==> config.mk <==
export PLATFORM = sky130hd
export DESIGN_NAME = otp_writer_unit
export DESIGN_NICKNAME = d
export VERILOG_FILES = /design/src/rtl/otp_step_timer.v /design/src/rtl/otp_writer_unit.v
export VERILOG_INCLUDE_DIRS = /design/src /design/src/inc
export SDC_FILE = /design/constraint.sdc
export NUM_CORES = 1
export LEC_CHECK = 0
export ABC_AREA = 1
export BUFFER_PORTS_ARGS = -buffer_cell sky130_fd_sc_hd__buf_2
export CAP_MARGIN = 20
export CORE_AREA = 10 10 143 145
export CTS_CLUSTER_DIAMETER = 120
export CTS_CLUSTER_SIZE = 40
export DETAILED_ROUTE_END_ITERATION = 10
export DIE_AREA = 0 0 153 155
export SKIP_LAST_GASP = 1
export SLEW_MARGIN = 20
export SYNTH_ARGS = -nofsm -noshare
export SYNTH_HDL_FRONTEND = slang
export SYNTH_HIERARCHICAL = 1
export SYNTH_SLANG_ARGS = --single-unit
==> constraint.sdc <==
create_clock -name SYS_CLK -period 4.05 [get_ports SYS_CLK]
set_input_delay 0.81 -clock SYS_CLK [delete_from_list [all_inputs] [get_ports SYS_CLK]]
set_output_delay 0.81 -clock SYS_CLK [all_outputs]
set_load 0.02 [all_outputs]
==> src/inc/otp_writer_defines.vh <==
// constants shared by the fuse word programmer and its step timer
// assumes a 25 MHz system clock; times are derived into cycle counts
`ifndef OTP_WRITER_DEFINES_VH
`define OTP_WRITER_DEFINES_VH

// ****************************************
// clock and timing
// ****************************************
`define CLK_MHZ 25
`define BURN_TIME_US 20000
`define ZERO_TIME_NS 400
`define HOLD_TIME_US 5000
`define BANK_PULSE_NS 1000
`define TIMER_W 20

// ****************************************
// instruction fields
// ****************************************
`define XFER_NONE 2'h0
`define XFER_OUT_A 2'h1
`define XFER_OUT_B 2'h2
`define XFER_IN_A 2'h3
`define FUNC_NONE 2'h0
`define FUNC_START 2'h1
`define FUNC_CLEAR 2'h2
`define FUNC_PULSE 2'h3

// ****************************************
// word layout (host bit 0 is the msb, bit [15] here)
// ****************************************
`define ADDR_W 12
`define ADDR_MSB 11
`define BANK_MSB 11
`define BANK_LSB 9
`define BANK_N 8
`define DATA_W 16
`define DATA_MSB 15
`define MASK_BIT 0
`define BIT_CNT_LAST 4'hf
`define CODE_W 6

// ****************************************
// reset values
// ****************************************
`define DATA_RST 16'h0000
`define ADDR_RST 12'h000
`define CODE_RST 6'h00
`define BANK_RST 8'h00

`endif

==> src/rtl/otp_step_timer.v <==
// down counter that times each step of a programming cycle
// assumes load is a one-cycle pulse from the sequencer
`timescale 1ns/100ps
`include "otp_writer_defines.vh"

module otp_step_timer #(
	parameter W = `TIMER_W
) (
	input wire clk,
	input wire rst,
	input wire load,
	input wire [W-1:0] load_val,
	output wire expired
);
	reg [W-1:0] count_r;

	always @(posedge clk or posedge rst) begin
		if (rst) begin
			count_r <= {W{1'b0}};
		end else if (load) begin
			count_r <= load_val;
		end else if (count_r != {W{1'b0}}) begin
			count_r <= count_r - {{(W-1){1'b0}}, 1'b1};
		end
	end

	assign expired = (count_r == {W{1'b0}});
endmodule // otp_step_timer

==> src/rtl/otp_writer_unit.v <==
// Contract
// - hold 12-bit address and 16-bit data registers
// - readback samples live prom outputs, no latch
// - shift data left; ones burn, zeros skip
// - upper address picks one of eight banks
// - one bit 20 ms, zero bit 400 ns
// - address keeps selecting word 5 ms after
// - set done, keep location readable 5 ms
// - start sets busy, clears done, launches cycle
// - clear forces busy low, and done low unless the last bit ends in that cycle
// - pulse clears done only; done stays set if the last bit ends in that cycle
// - output b loads address from bits 4-15
// - output a loads all sixteen data bits
// - input a returns live word at current prom address
// - transfer first, then device-flag function
// - answer only matching jumpered device code
// - bus reset clears flags, reloads code, polarity
// - mask bit 15 suppresses interrupt request
//
// fuse word programmer: i/o bus instruction decode, busy/done flags,
// bit sequencer driving the bank and bit programming relays
// assumes one IO_STROBE per instruction, all inputs synchronous to SYS_CLK
`timescale 1ns/100ps
`include "otp_writer_defines.vh"

module otp_writer_unit #(
	parameter BURN_CYC = `BURN_TIME_US * `CLK_MHZ,
	parameter HOLD_CYC = `HOLD_TIME_US * `CLK_MHZ
) (
	input wire SYS_CLK,
	input wire RESET,
	input wire IO_STROBE,
	input wire [`CODE_W-1:0] IO_DEVICE,
	input wire [1:0] IO_XFER,
	input wire [1:0] IO_FUNC,
	input wire [`DATA_W-1:0] IO_DATA_IN,
	input wire BUS_WIDE_RESET,
	input wire INTERRUPT_MASK_OUT,
	input wire [`CODE_W-1:0] JUMPER_CODE,
	input wire JUMPER_POLARITY,
	input wire [`DATA_W-1:0] PROM_DATA,
	output reg [`DATA_W-1:0] IO_DATA_OUT,
	output reg IO_DATA_VALID,
	output reg BUSY,
	output reg DONE,
	output reg INT_REQ,
	output reg [`ADDR_W-1:0] PROM_ADDR,
	output reg [`BANK_N-1:0] BANK_VCC,
	output reg BANK_ENABLE_PULSE,
	output reg [`DATA_W-1:0] BIT_VPP
);

	// ****************************************
	// timing counts
	// ****************************************
	localparam ZERO_CYC = (`ZERO_TIME_NS * `CLK_MHZ) / 1000;
	localparam BANK_CYC = (`BANK_PULSE_NS * `CLK_MHZ) / 1000;

	// ****************************************
	// sequencer states, one-hot
	// ****************************************
	localparam S_IDLE = 6'b000001;
	localparam S_BANK = 6'b000010;
	localparam S_SHIFT = 6'b000100;
	localparam S_BURN = 6'b001000;
	localparam S_SKIP = 6'b010000;
	localparam S_HOLD = 6'b100000;

	// ****************************************
	// helpers
	// ****************************************
	// negative-logic jumper inverts the data path both ways
	function [`DATA_W-1:0] pol;
		input [`DATA_W-1:0] v;
		input p;
		begin
			pol = p ? v : ~v;
		end
	endfunction

	// minus one so the step length counts the entry cycle
	function [`TIMER_W-1:0] steps;
		input integer n;
		begin
			steps = (n > 1) ? n[`TIMER_W-1:0] - {{(`TIMER_W-1){1'b0}}, 1'b1}
				: {`TIMER_W{1'b0}};
		end
	endfunction

	// one-hot vcc relay select from the bank bits of an address
	function [`BANK_N-1:0] bank_sel;
		input [`ADDR_W-1:0] a;
		begin
			bank_sel = {{(`BANK_N-1){1'b0}}, 1'b1} << a[`BANK_MSB:`BANK_LSB];
		end
	endfunction

	// ****************************************
	// state
	// ****************************************
	reg [5:0] state_r;
	reg [5:0] state_nxt;
	reg [`DATA_W-1:0] data_r;
	reg [`DATA_W-1:0] data_nxt;
	reg [`ADDR_W-1:0] addr_r;
	reg [`ADDR_W-1:0] addr_nxt;
	reg [`DATA_W-1:0] shift_r;
	reg [`DATA_W-1:0] shift_nxt;
	reg [3:0] bit_r;
	reg [3:0] bit_nxt;
	reg busy_nxt;
	reg done_nxt;
	reg mask_r;
	reg mask_nxt;
	reg [`CODE_W-1:0] code_r;
	reg polarity_r;
	reg init_pend_r;
	reg tmr_load;
	reg [`TIMER_W-1:0] tmr_val;
	wire tmr_done;
	wire hit;
	wire [`DATA_W-1:0] host_word;
	wire start_req;
	wire last_bit_end;

	assign hit = IO_STROBE && (IO_DEVICE == code_r);
	assign host_word = pol(IO_DATA_IN, polarity_r);
	assign start_req = hit && (IO_FUNC == `FUNC_START) && !BUSY;
	// final bit step expiring: the one cycle that ends a programming pass
	assign last_bit_end = (state_r == S_BURN || state_r == S_SKIP) && tmr_done
		&& (bit_r == `BIT_CNT_LAST);

	otp_step_timer #(
		.W(`TIMER_W)
	) u_timer (
		.clk(SYS_CLK),
		.rst(RESET),
		.load(tmr_load),
		.load_val(tmr_val),
		.expired(tmr_done)
	);

	// ****************************************
	// jumper capture
	// ****************************************
	// straps are sampled after reset release, never under the reset itself
	always @(posedge SYS_CLK or posedge RESET) begin
		if (RESET) begin
			init_pend_r <= 1'b1;
			code_r <= `CODE_RST;
			polarity_r <= 1'b1;
		end else begin
			init_pend_r <= 1'b0;
			if (init_pend_r || BUS_WIDE_RESET) begin
				code_r <= JUMPER_CODE;
				polarity_r <= JUMPER_POLARITY;
			end
		end
	end

	// ****************************************
	// instruction decode and sequencer
	// ****************************************
	always @* begin
		data_nxt = data_r;
		addr_nxt = addr_r;
		shift_nxt = shift_r;
		bit_nxt = bit_r;
		busy_nxt = BUSY;
		done_nxt = DONE;
		mask_nxt = mask_r;
		state_nxt = state_r;
		tmr_load = 1'b0;
		tmr_val = {`TIMER_W{1'b0}};

		if (INTERRUPT_MASK_OUT) begin
			mask_nxt = host_word[`MASK_BIT];
		end

		// transfer part of the instruction
		if (hit && IO_XFER == `XFER_OUT_A) begin
			data_nxt = host_word;
		end
		if (hit && IO_XFER == `XFER_OUT_B) begin
			addr_nxt = host_word[`ADDR_MSB:0];
		end

		// flag part follows, so a start sees the word just loaded
		if (hit) begin
			case (IO_FUNC)
			`FUNC_CLEAR: begin
				busy_nxt = 1'b0;
				done_nxt = 1'b0;
			end
			`FUNC_PULSE: begin
				done_nxt = 1'b0;
			end
			default: begin
			end
			endcase
		end

		case (state_r)
		S_IDLE: begin
		end
		S_BANK: begin
			if (tmr_done) begin
				state_nxt = S_SHIFT;
			end
		end
		S_SHIFT: begin
			// msb is the bit shifted out
			shift_nxt = {shift_r[`DATA_MSB-1:0], 1'b0};
			tmr_load = 1'b1;
			if (shift_r[`DATA_MSB]) begin
				tmr_val = steps(BURN_CYC);
				state_nxt = S_BURN;
			end else begin
				tmr_val = steps(ZERO_CYC);
				state_nxt = S_SKIP;
			end
		end
		S_BURN, S_SKIP: begin
			if (tmr_done) begin
				if (bit_r == `BIT_CNT_LAST) begin
					busy_nxt = 1'b0;
					done_nxt = 1'b1;
					tmr_load = 1'b1;
					tmr_val = steps(HOLD_CYC);
					state_nxt = S_HOLD;
				end else begin
					bit_nxt = bit_r + 4'h1;
					state_nxt = S_SHIFT;
				end
			end
		end
		S_HOLD: begin
			if (tmr_done) begin
				state_nxt = S_IDLE;
			end
		end
		default: begin
			state_nxt = S_IDLE;
		end
		endcase

		// a clear aborts the cycle in flight
		if (hit && IO_FUNC == `FUNC_CLEAR) begin
			state_nxt = S_IDLE;
		end

		// taken in the hold window too: busy is already low there
		if (start_req) begin
			busy_nxt = 1'b1;
			done_nxt = 1'b0;
			shift_nxt = data_nxt;
			bit_nxt = 4'h0;
			tmr_load = 1'b1;
			tmr_val = steps(BANK_CYC);
			state_nxt = S_BANK;
		end

		// completion in the same cycle as a host clear still reports done
		if (last_bit_end && !start_req) begin
			done_nxt = 1'b1;
		end

		if (BUS_WIDE_RESET) begin
			busy_nxt = 1'b0;
			done_nxt = 1'b0;
			state_nxt = S_IDLE;
		end
	end

	// ****************************************
	// registers and relay drive
	// ****************************************
	always @(posedge SYS_CLK or posedge RESET) begin
		if (RESET) begin
			state_r <= S_IDLE;
			data_r <= `DATA_RST;
			addr_r <= `ADDR_RST;
			shift_r <= `DATA_RST;
			bit_r <= 4'h0;
			mask_r <= 1'b0;
			BUSY <= 1'b0;
			DONE <= 1'b0;
			INT_REQ <= 1'b0;
			IO_DATA_OUT <= `DATA_RST;
			IO_DATA_VALID <= 1'b0;
			PROM_ADDR <= `ADDR_RST;
			BANK_VCC <= `BANK_RST;
			BANK_ENABLE_PULSE <= 1'b0;
			BIT_VPP <= `DATA_RST;
		end else begin
			state_r <= state_nxt;
			data_r <= data_nxt;
			addr_r <= addr_nxt;
			shift_r <= shift_nxt;
			bit_r <= bit_nxt;
			mask_r <= mask_nxt;
			BUSY <= busy_nxt;
			DONE <= done_nxt;
			INT_REQ <= done_nxt && !mask_nxt;

			// one-cycle sample of the live prom outputs, nothing held
			IO_DATA_VALID <= hit && (IO_XFER == `XFER_IN_A);
			if (hit && IO_XFER == `XFER_IN_A) begin
				IO_DATA_OUT <= pol(PROM_DATA, polarity_r);
			end

			// address is frozen while a cycle or its hold window runs
			// a start inside a hold window must take the new address as well
			if (state_nxt == S_IDLE || start_req) begin
				PROM_ADDR <= addr_nxt;
			end

			// otherwise a restart would power the previous word's bank
			if (state_nxt == S_IDLE) begin
				BANK_VCC <= `BANK_RST;
			end else if (start_req) begin
				BANK_VCC <= bank_sel(addr_nxt);
			end else begin
				BANK_VCC <= bank_sel(PROM_ADDR);
			end
			BANK_ENABLE_PULSE <= (state_nxt == S_BANK);

			// one relay per bit, only while that bit burns
			BIT_VPP <= `DATA_RST;
			if (state_nxt == S_BURN) begin
				BIT_VPP[`DATA_MSB - bit_nxt] <= 1'b1;
			end
		end
	end

endmodule // otp_writer_unit

## After elaboration in Yosys (flattened, before gate mapping)

Index checks and enable logic that the tools add are counted.

- Flip-flop bits (word level): 140
- Input bits: 54
- Output and inout port bits: 57
- Word-level logic and storage cells: 120

- Add/subtract/negate cells: 3
- Magnitude comparators: 2
- Equal/unequal tests: 17
- Shift operators: 2
- Mux-type cells: 51
- Bitwise logic cells: 2
- Reductions and logical operators: 24

Operators with widths:

| kind | count |
|---|---|
| two-way mux 16 bit | 6 |
| two-way mux 20 bit | 3 |
| two-way mux 6 bit | 7 |
| one-hot mux 19 bit (2 select lines) | 1 |
| two-way mux 17 bit | 2 |
| greater-or-equal comparator 32 x 1 -> 1 bit, second input constant | 1 |
| < comparator 32 x 5 -> 1 bit, second input constant | 1 |
| NOT 16 bit | 2 |
| one-hot mux 6 bit (5 select lines) | 1 |
| logical NOT 20 bit | 1 |
| two-way mux 1 bit | 20 |
| nonzero test 20 bit | 1 |
| subtractor 20 x 1 -> 20 bit, second input constant | 1 |
| two-way mux 19 bit | 1 |
| two-way mux 4 bit | 4 |
| two-way mux 8 bit | 2 |
| << shifter 1 x 3 -> 8 bit, first input constant | 2 |
| == test 6 x 1 -> 1 bit, second input constant | 2 |
| == test 6 x 2 -> 1 bit, second input constant | 2 |
| == test 6 x 4 -> 1 bit, second input constant | 2 |
| logical AND 1 bit | 12 |
| two-way mux 12 bit | 1 |
| == test 2 bit, second input constant | 4 |
| == test 6 x 3 -> 1 bit, second input constant | 1 |
| other kinds (14) | 21 |

## Longest topological paths before layout

Gate-level depths: netlist of run 1.

- Depth in word-level cells: 11
- Depth in mapped cells: 16
- Gate-level depth less buffers: 16

## Hierarchy

Netlist of run 1, hierarchy kept.

Modules (own cells, without submodules):

| module | times used | cells an instance | area each (µm²) | seq. area each (µm²) |
|---|---|---|---|---|
| otp_writer_unit | 1 | 636 | 5551.6 | 3006.6 |
| otp_step_timer | 1 | 183 | 1388.8 | 500.5 |

## Worst setup path before layout of run 1

No wires, ideal clock.

- Path type: reg2reg
- Start: reg u_timer.count_r[10]
- End: reg u_timer.count_r[1]
- Setup time: 121 ps
- Arrival: 2580 ps
- Data required time: 3929 ps
- Path slack: 1348 ps
- Stages on the path, launching flop included: 16
- Path buffers: 1
- Clock period less this slack: 2702 ps
- Cells stage by stage: dfrtp_1 nor2_4 nand2_4 nor2_8 nand3_1 nor4_1 inv_1 nor2_1 inv_1 nor2_1 inv_1 nand2_1 clkbuf_1 o21ai_0 nand2_1 o21ai_1

- Longest elaborated chain between the ends: 5
- Elaborated cells on any way between the ends: 10
- Classes of those cells: mux (7); reduce/logical (3)

Ends and longest elaborated chain:

| element | line | text |
|---|---|---|
| start: declaration | otp_step_timer.v:15 | `reg [W-1:0] count_r;` |
| start signal: assignment | otp_step_timer.v:19 | `count_r <= {W{1'b0}};` |
| start signal: assignment | otp_step_timer.v:21 | `count_r <= load_val;` |
| start signal: assignment | otp_step_timer.v:23 | `count_r <= count_r - {{(W-1){1'b0}}, 1'b1};` |
| logical NOT 20 bit (*) | otp_step_timer.v:27 | `assign expired = (count_r == {W{1'b0}});` |
| net tmr_done | otp_writer_unit.v:120 | `wire tmr_done;` |
| two-way mux 1 bit (*) | otp_writer_unit.v:224 | `if (tmr_done) begin` |
| one-hot mux 1 bit (2 select lines) (*) | otp_writer_unit.v:203 | `case (state_r)` |
| two-way mux 1 bit (*) | otp_writer_unit.v:253 | `if (start_req) begin` |
| net tmr_load | otp_writer_unit.v:118 | `reg tmr_load;` |
| two-way mux 20 bit / nonzero test 2 bit (equally long branches) | n/a |  |

Mark *: on every way through the listed nets, which the timed path passes. The rest lies on a longest branch.
A chain may end at the register's enable or synchronous reset.

## Final worst setup path of run 1

- Start: reg u_timer.count_r[15]
- End: reg u_timer.count_r[1]

- Longest elaborated chain between the ends: 5
- Elaborated cells on any way between the ends: 10
- Classes of those cells: mux (7); reduce/logical (3)

Ends and longest elaborated chain:

| element | line |
|---|---|
| logical NOT 20 bit (*) | otp_step_timer.v:27 |
| net tmr_done | otp_writer_unit.v:120 |
| two-way mux 17 bit / two-way mux 1 bit (equally long branches) | otp_writer_unit.v:224 |
| one-hot mux 19 bit (2 select lines) / one-hot mux 1 bit (2 select lines) (equally long branches) | otp_writer_unit.v:203 |
| two-way mux 20 bit / two-way mux 1 bit (equally long branches) | otp_writer_unit.v:253 |
| two-way mux 20 bit / nonzero test 2 bit (equally long branches) | n/a |

Marked as above.

==> qor_table.md, run 1 <==
| Step | Quantity | Reported |
|:---|:---|:---|
| setup path | Cells traversed along the worst timing path | nor2_1, nand2_2, nor2_8, nand3_1, nor4_1, buf_4, inv_1, nor2_1, inv_1, nor2_1, inv_1, a21oi_1, nand2_1, o21ai_0, nand2_1, o21ai_1 |
| yosys | Number of enable-type register cells in the synthesized netlist | 0 |
| clock network | CTS tree | done |
| clock network | Post-CTS setup-driven buffer insertion count | 0 |
| yosys | Count of state elements after synthesis | 140 |
| die | Chip Width | 153 um |
| layout | Count of antenna diodes in the layout | 0 |
| power and ir drop | PwrDens | 465 nW/um^2 |
| yosys | Top-area cell type share of the netlist area | 0.494 |
| yosys | Async S/R FF share, synth | 1.00 |
| setup path | Type of the worst setup path | reg2reg |
| placement | Port Buffer Count | 110 |
| power and ir drop | Peak supply drop | 301 uV |
| yosys | Yosys top cell by area | sky130_fd_sc_hd__dfrtp_1 |
| setup path | Critical-path top delay cell | sky130_fd_sc_hd__a21oi_1 |
| detailed routing | Avg WL per Cell | 13.8 um |
| placement | RD Place Congestion | 0.810 |
| clock network | Clock-pin slew reported for the worst setup and hold paths after clock tree synthesis | 0.07 ns |
| global route | Number of global-route vias before repair | 5592 |
| yosys | Commonest cells in the netlist | sky130_fd_sc_hd__nand2_1, sky130_fd_sc_hd__dfrtp_1, sky130_fd_sc_hd__inv_1, sky130_fd_sc_hd__nor2_1, sky130_fd_sc_hd__nand3_1 |
| setup path | Worst EP required | 4.40 ns |
| yosys | Cell area after synthesis | 6940 um^2 |
| detailed routing | Vias per inst | 4.69 |
| layout | Number of nets in the finished design | 994 |
| sta | Number of setup violations in the final report | 0 |
| sta | Final Hold Fails | 0 |
| power and ir drop | Post-layout power | 3.88 mW |
| global route | Largest net degree at the start of global routing | 57 |
| setup path | Worst Path Buf+Inv | 4 |
| global route | Overall routing resource usage | 0.141 |
| layout | Area growth from synthesis to layout | 20.0% |
| sta | Post-Route Setup TNS | 0 ns |
| clock network | Total clock buffers created by CTS | 17 |
| sta | Final slew viol count | 0 |
| yosys | Top cells by area, synth | sky130_fd_sc_hd__dfrtp_1, sky130_fd_sc_hd__nand2_1, sky130_fd_sc_hd__inv_1 |
| global route | Remaining global-route overflow | 0 |
| sta | Actual transition at the worst max-transition pin | 0.863 ns |
| detailed routing | Pre-Repair DR Iteration Count | 5 |
| detailed routing | Total via count in the routed design | 5528 |
| yosys | Top_reg_cell synth | sky130_fd_sc_hd__dfrtp_1 |
| sta | Achievable Freq | 342 MHz |
| die | DIE AREA | 23700 um^2 |
| power and ir drop | Lkg Pwr | 4.33 nW |
| setup path | Delay of the slowest cell on the worst path | 0.47 ns |
| setup path | Startpoint type of the worst setup path | register |
| sta | Final critical-path share of the clock period | 0.722 |
| yosys | Portion of the post-synthesis area used by sequential elements | 0.505 |
| yosys | Synth cell types | 46 |
| run status | Status | finished, final reports clean |
| hold path | Type of the tightest min-delay check | reg2reg |
| sta | Worst slew margin | 0.422 |
| clock network | Maximum level of the CTS H-tree | 4 |
| detailed routing | Final wirelength | 16300 um |
| clock network | Max Root-Sink Buffers | 2 |
| detailed routing | Iteration-0 DRC Markers | 335 |
| sta | RSZ-0062 raised after global routing | no |
| yosys | Post-Syn Instances | 819 |
| clock network | Sinks on Clock Net | 140 |
| setup path | Critical Path AT | 3.27 ns |
| yosys | Top-count cell post-synth | sky130_fd_sc_hd__nand2_1 |
| clock network | Post-CTS sizing | 0 |
| die | Initial core utilization | 0.393 |
| setup path | Critical path fanouts, max | 6 |
| placement | DPL Wire Length | 12000 um |
| yosys | YS warnings | 6 |
| clock network | Source-to-sink clock delay at the later pin of the worst-skew pair | 0.43 ns |
| setup path | Family with the most delay on the worst path | simple AND/OR/NAND/NOR gates |
| sta | Minimum clock period after layout | 2.92 ns |
| run | Max Cap Viol | 0 |
| sta | Clock tree skew after final layout | 0.0112 ns |
| clock network | CTS hold repair buffers | 0 |
| global route | Global-route wire length before repair | 27900 um |
| yosys | Mean cell area of the mapped netlist | 8.47 um^2 |
| die | Die extent in y | 155 um |
| setup path | Slack of the worst reg-to-reg path | 1.13 ns |
| die | # IOs | 111 |
| global route | Antenna violations before repair | 0 |
| setup path | Type of destination of the critical path | register |
| layout | Proportion of layout cells with a drive suffix above 1 | 0.218 |
| detailed routing | Remaining antenna violation count | 0 |
| die | Standard-cell rows | 49 |
| die | Placeable core region | 17700 um^2 |
| clock network | CTS root buffer | sky130_fd_sc_hd__clkbuf_16 |
| detailed routing | Number of remaining DRC errors | 0 |
tightest hold or removal path, stage by stage (launching register included):
cell                      delay, ns
sky130_fd_sc_hd__dfrtp_1       0.32
sky130_fd_sc_hd__nand2_1       0.05
sky130_fd_sc_hd__nand2_1       0.07
final timing paths:
path | from | to | cells past startpoint
max reg2reg | u_timer/count_r[15] | u_timer/count_r[1] | 16
max in group asynchronous | RESET | state_r[0] | 3
min reg2reg | addr_r[5] | addr_r[5] | 2
min in group asynchronous | RESET | state_r[4] | 2
max | u_timer/count_r[15] | u_timer/count_r[1] | 16
min | addr_r[5] | addr_r[5] | 2
logic make-up (layout without fill, tap and decap cells):
| kind of cell | after synthesis | count (layout) | synth area share |
|---|---|---|---|
| flip-flops | 140 | 140 | 0.505 |
| other | 1 | 7 | 0.000540 |
| XOR/XNOR | 43 | 43 | 0.0543 |
| AO/OA/AOI/OAI | 97 | 97 | 0.0837 |
| buffers and inverters | 108 | 233 | 0.0672 |
| multiplexers | 1 | 1 | 0.00162 |
| adder cells (fa/ha/maj) | 3 | 3 | 0.00541 |
| AND/OR/NAND/NOR | 426 | 426 | 0.282 |
where the power goes:
part / leakage, nW / switching, mW / internal (mW)
Clock: 0.304 / 0.691 / 0.945
Sequential: 1.84 / 0.119 / 1.54
Combinational: 2.19 / 0.356 / 0.228
Total: 4.33 / 1.17 / 2.71
per-layer routing:
layer | part of all wire | track usage | vias up
li1 | - | - | 2824
met1 | 0.48 | 0.182 | 2588
met2 | 0.46 | 0.222 | 101
met3 | 0.047 | 0.0389 | 15
met4 | 0.012 | 0.0486 | 0
met5 | 0 | 0 | -
flip-flops by register name (all words and copies together), names as in the netlist, 4 cells and up:
signal / count
PROM_ADDR: 12
state_r: 6
BIT_VPP: 16
u_timer/count_r: 20
bit_r: 4
shift_r: 16
data_r: 16
addr_r: 12
IO_DATA_OUT: 16
code_r: 6
BANK_VCC: 8
stage by stage:
stage	instances	cell area (um^2)	hold slack [ns]	utilization	setup WS, ns
after floorplan	825	6960	0.439	-	0.0591
after global placement	1147	7700	0.464	0.436	0.981
after detailed placement	1147	7700	0.464	0.436	0.850
after CTS	1179	8330	0.484	0.472	1.12
after global routing	1179	8330	0.495	0.472	0.823
final	1179	8330	0.478	0.472	1.13
area by class of cell:
type	instances	area [um^2]
multi-input combinational	577	2990
tap	229	287
clock inverter	15	200
timing repair buffer	115	588
sequential	140	3510
inverter	86	333
fill	1731	9330
clock buffer	17	425
cells in the final DEF (no fill, tap or decap), drive strengths merged, types with 3 or more instances in the layout:
cell / count
xnor2: 18
xor2: 25
dfrtp: 137
a21oi: 20
nor2: 97
o211ai: 7
clkbuf: 17
dfstp: 3
nand2: 250
o21ai: 44
o21a: 16
buf: 115
nand4: 7
ha: 3
clkinv: 5
inv: 93
conb: 7
o221ai: 4
nand3: 66
Note: power is estimated with default switching activity, not from simulation.
==> run 2, diff against run 1 <==
Settings changed: ABC_AREA 1 to 0, CORE_AREA 10 10 143 145 to 10 10 144 146, DIE_AREA 0 0 153 155 to 0 0 154 156.
Clock period 4.05 ns to 2.85 ns, I/O delays scaled along.
==> run 2 against run 1 <==
  * Worst hold slack worse by 0.19 ns
  * Clock-buffer cell count increased by 2
  * Synthesized area increased by 1.0%
  * Die area increased by 1.3%
  * Utilization rose by 0.61 points
  * Sequential share of layout area down 0.97 points
  * Non-clock buffer count is 23 higher
  * Synthesized cell count down 27%
  * Sequential power up 49%
  * Via count decreased by 8.5%
  * Worst setup slack worse by 0.95 ns
  * Critical endpoint is now PROM_ADDR[1]
  * Largest cell class unchanged
==> qor_table.md, run 2 <==
| Step | Quantity | Reported | vs previous |
|:---|:---|:---|:---|
| run status | Status | finished, final reports clean | unchanged |
| sta | Final critical-path share of the clock period | 0.939 | was 0.722 |
| global route | Global-route wire length before repair | 27300 um | was 27900 um |
| layout | Largest Register | u_timer/count_r | unchanged |
| clock network | Total clock buffers created by CTS | 17 | unchanged |
| power and ir drop | Portion of total power attributed to combinational logic | 0.185 | was 0.151 |
| placement | Pre-CTS setup slack | -0.0125 ns | was 0.850 ns |
| yosys | Synth cell types | 72 | was 46 |
| clock network | Clock-pin slew reported for the worst setup and hold paths after clock tree synthesis | 0.06 ns | was 0.07 ns |
| setup path | Critical-path top delay cell | sky130_fd_sc_hd__dfrtp_1 | was sky130_fd_sc_hd__a21oi_1 |
| layout | Area of combinational cells with multiple inputs | 3340 um^2 | was 2990 um^2 |
| yosys | Commonest cells in the netlist | sky130_fd_sc_hd__dfrtp_1, sky130_fd_sc_hd__mux2_2, sky130_fd_sc_hd__nand2_1, sky130_fd_sc_hd__xnor2_1, sky130_fd_sc_hd__nor3_1 | was sky130_fd_sc_hd__nand2_1, sky130_fd_sc_hd__dfrtp_1, sky130_fd_sc_hd__inv_1, sky130_fd_sc_hd__nor2_1, sky130_fd_sc_hd__nand3_1 |
| setup path | Count of cells along the worst register-to-register path | 8 | was 16 |
| setup path | Delay of the slowest cell on the worst path | 0.45 ns | was 0.47 ns |
| setup path | Worst Path Buf+Inv | 1 | was 4 |
| yosys | Top-area cell type share of the netlist area | 0.489 | was 0.494 |
| global route | Number of global-route vias before repair | 5517 | was 5592 |
| placement | Cell Count Post-Placement | 939 | was 1147 |
| detailed routing | Remaining antenna violation count | 0 | unchanged |
| yosys | Mean cell area of the mapped netlist | 11.7 um^2 | was 8.47 um^2 |
| layout | Proportion of layout cells with a drive suffix above 1 | 0.367 | was 0.218 |
| die | Initial core utilization | 0.393 | about the same |
| die | Placeable core region | 17800 um^2 | was 17700 um^2 |
| setup path | Critical path fanouts, max | 12 | was 6 |
| layout | Most frequent cells in the layout | sky130_fd_sc_hd__dfrtp_1, sky130_fd_sc_hd__buf_2, sky130_fd_sc_hd__mux2_2 | was sky130_fd_sc_hd__nand2_1, sky130_fd_sc_hd__dfrtp_1, sky130_fd_sc_hd__buf_2 |
| hold path | Type of the tightest min-delay check | in2async | was reg2reg |
| sta | Clock tree skew after final layout | 0.00729 ns | was 0.0112 ns |
| layout | Leading cell type in the layout, fill and taps excluded | sky130_fd_sc_hd__dfrtp_1 | was sky130_fd_sc_hd__nand2_1 |
| sta | Minimum clock period after layout | 2.68 ns | was 2.92 ns |
| sta | Worst setup slack after layout | 0.173 ns | was 1.13 ns |
| sta | Number of setup violations in the final report | 0 | unchanged |
| layout | Count of antenna diodes in the layout | 0 | unchanged |
| setup path | WP depth | 8 | was 16 |
| detailed routing | Final wirelength | 16300 um | about the same |
| layout | Number of nets in the finished design | 786 | was 994 |
| clock network | Maximum level of the CTS H-tree | 4 | unchanged |
| placement | Port Buffer Count | 110 | unchanged |
| die | Die extent in y | 156 um | was 155 um |
| layout | Final design utilization | 0.478 | was 0.472 |
| power and ir drop | Internal portion of total power | 3.88 mW | was 2.71 mW |
| setup path | Type of the worst setup path | reg2reg | unchanged |
| yosys | Top_reg_cell synth | sky130_fd_sc_hd__dfrtp_1 | unchanged |
| detailed routing | Number of remaining DRC errors | 0 | unchanged |
| clock network | CTS root buffer | sky130_fd_sc_hd__clkbuf_16 | unchanged |
| die | DIE AREA | 24000 um^2 | was 23700 um^2 |
| power and ir drop | PwrDens | 650 nW/um^2 | was 465 nW/um^2 |
| layout | Area growth from synthesis to layout | 21.6% | was 20.0% |
| power and ir drop | Net Switching | 1.66 mW | was 1.17 mW |
| global route | Overall routing resource usage | 0.138 | was 0.141 |
| setup path | Startpoint type of the worst setup path | register | unchanged |
| die | Standard-cell rows | 49 | unchanged |
| yosys | Count of state elements after synthesis | 140 | unchanged |
| detailed routing | Vias per inst | 5.21 | was 4.69 |
| clock network | CTS tree | done | unchanged |
| setup path | Family with the most delay on the worst path | simple AND/OR/NAND/NOR gates | unchanged |
| layout | Flip-flop count of the largest register after layout | 20 | unchanged |
| placement | DPL Wire Length | 12000 um | about the same |
| yosys | Async S/R FF share, synth | 1.00 | unchanged |
| sta | Actual transition at the worst max-transition pin | 0.799 ns | was 0.863 ns |
| layout | Cell Count, Final, Fillers Out | 971 | was 1179 |
| die | Chip Width | 154 um | was 153 um |
| clock network | Source-to-sink clock delay at the later pin of the worst-skew pair | 0.42 ns | was 0.43 ns |
| yosys | Yosys top cell by area | sky130_fd_sc_hd__dfrtp_1 | unchanged |
| yosys | Post-Syn Instances | 599 | was 819 |
| power and ir drop | Lkg Pwr | 4.03 nW | was 4.33 nW |
| sta | Achievable Freq | 374 MHz | was 342 MHz |
| detailed routing | Avg WL per Cell | 16.8 um | was 13.8 um |
| yosys | Top-count cell post-synth | sky130_fd_sc_hd__dfrtp_1 | was sky130_fd_sc_hd__nand2_1 |
| power and ir drop | Share of total power in sequential cells | 0.447 | was 0.427 |
| global route | Antenna violations before repair | 1 | was 0 |
| setup path | Cells traversed along the worst timing path | inv_1, ha_1, nand3_1, nor2_4, and3b_2, o21ai_0, nand4_4, mux2_4 | was nor2_1, nand2_2, nor2_8, nand3_1, nor4_1, buf_4, inv_1, nor2_1, inv_1, nor2_1, inv_1, a21oi_1, nand2_1, o21ai_0, nand2_1, o21ai_1 |
| power and ir drop | Post-layout power | 5.54 mW | was 3.88 mW |
| global route | Largest net degree at the start of global routing | 46 | was 57 |
| sta | Final slew viol count | 0 | unchanged |
| clock network | Sinks on Clock Net | 140 | unchanged |
| global route | Remaining global-route overflow | 0 | unchanged |
| yosys | Number of enable-type register cells in the synthesized netlist | 0 | unchanged |
| detailed routing | Iteration-0 DRC Markers | 194 | was 335 |
| power and ir drop | Peak supply drop | 427 uV | was 301 uV |
| sta | RSZ-0062 raised after global routing | yes | was no |
| die | # IOs | 111 | unchanged |
| sta | Final Hold Fails | 0 | unchanged |
| detailed routing | Pre-Repair DR Iteration Count | 4 | was 5 |
| setup path | Type of destination of the critical path | register | unchanged |
| clock network | Post-CTS setup-driven buffer insertion count | 0 | unchanged |
| placement | RD Place Congestion | 0.829 | was 0.810 |
| clock network | Max Root-Sink Buffers | 2 | unchanged |
| run | Max Cap Viol | 0 | unchanged |
| yosys | Cell area after synthesis | 7010 um^2 | was 6940 um^2 |
| yosys | Top cells by area, synth | sky130_fd_sc_hd__dfrtp_1, sky130_fd_sc_hd__mux2_2, sky130_fd_sc_hd__xnor2_1 | was sky130_fd_sc_hd__dfrtp_1, sky130_fd_sc_hd__nand2_1, sky130_fd_sc_hd__inv_1 |
| layout | Count of fill cells added during filler insertion | 1625 | was 1731 |
| layout | Combined flip-flop and latch cell area | 3510 um^2 | unchanged |
| sta | Worst slew margin | 0.467 | was 0.422 |
| setup path | Worst EP required | 3.16 ns | was 4.40 ns |
| power and ir drop | Clock Power Share | 0.369 | was 0.422 |
| detailed routing | Total via count in the routed design | 5056 | was 5528 |
| yosys | Portion of the post-synthesis area used by sequential elements | 0.500 | was 0.505 |
| power and ir drop | Net switching fraction of the power | 0.300 | was 0.301 |
| yosys | YS warnings | 6 | unchanged |
| setup path | Critical Path AT | 2.98 ns | was 3.27 ns |
run 2: cell type report:
type,instances,area share
Tap cell,229,0.0336
Sequential cell,140,0.411
Inverter,13,0.00616
Clock inverter,13,0.0126
Timing Repair Buffer,138,0.0922
Multi-Input combinational cell,419,0.392
Clock buffer,19,0.0520
run 2: final timing paths:
check / start / to / slack [ns]
min in group SYS_CLK: JUMPER_CODE[0] / code_r[0] / 0.38
worst min-delay path: RESET / BANK_VCC[5] / 0.29
worst max register to register: u_timer/count_r[0] / PROM_ADDR[1] / 0.17
max in group asynchronous: RESET / polarity_r / 1.83
worst min register to register: data_r[1] / data_r[1] / 0.50
worst max-delay path: u_timer/count_r[0] / PROM_ADDR[1] / 0.17
run 2: power groups by stage:
stage / Sequential (mW) / Clock (mW) / Combinational [mW]
6_report: 2.47 / 2.04 / 1.02
5_1_grt: 2.51 / 2.18 / 1.13
4_1_cts: 2.48 / 2.09 / 1.03
3_5_place_dp: 2.51 / 0 / 1.03
3_3_place_gp: 2.49 / 0 / 1.00
2_1_floorplan: 2.51 / 0 / 0.722
run 2: cells by family (layout without fill, tap and decap cells):
kind of cell,count (synthesis),after routing,synth area share
and+or+nand+nor,188,188,0.168
DFF,140,140,0.500
AOI/OAI and AO/OA,89,89,0.0967
muxes,80,80,0.131
xor gates and xnor gates,51,51,0.0637
buffers and inverters,46,183,0.0325
adders and majority gates,4,4,0.00696
other,1,7,0.000535
run 2: through the flow:
| step | area (um^2) | hold slack [ns] | TNS, ns |
|---|---|---|---|
| global placement | 7960 | 0.479 | 0 |
| CTS | 8510 | 0.302 | 0 |
| floorplan | 7070 | 0.468 | -0.0714 |
| detailed placement | 7960 | 0.484 | -0.0125 |
| global route | 8530 | 0.340 | -0.0256 |
| finish | 8530 | 0.290 | 0 |
run 2: repair_timing:
item	CTS	global route
pin swaps	0	0
setup endpoints to repair	1	8
gates resized for setup	1	3
hold buffers	0	0
run 2: per-layer routing:
layer,global-route usage,routed length (um),up-vias
li1,-,-,2436
met1,0.149,6590,2459
met2,0.238,8380,130
met3,0.0535,1020,29
met4,0.0562,342,2
met5,0,17,-
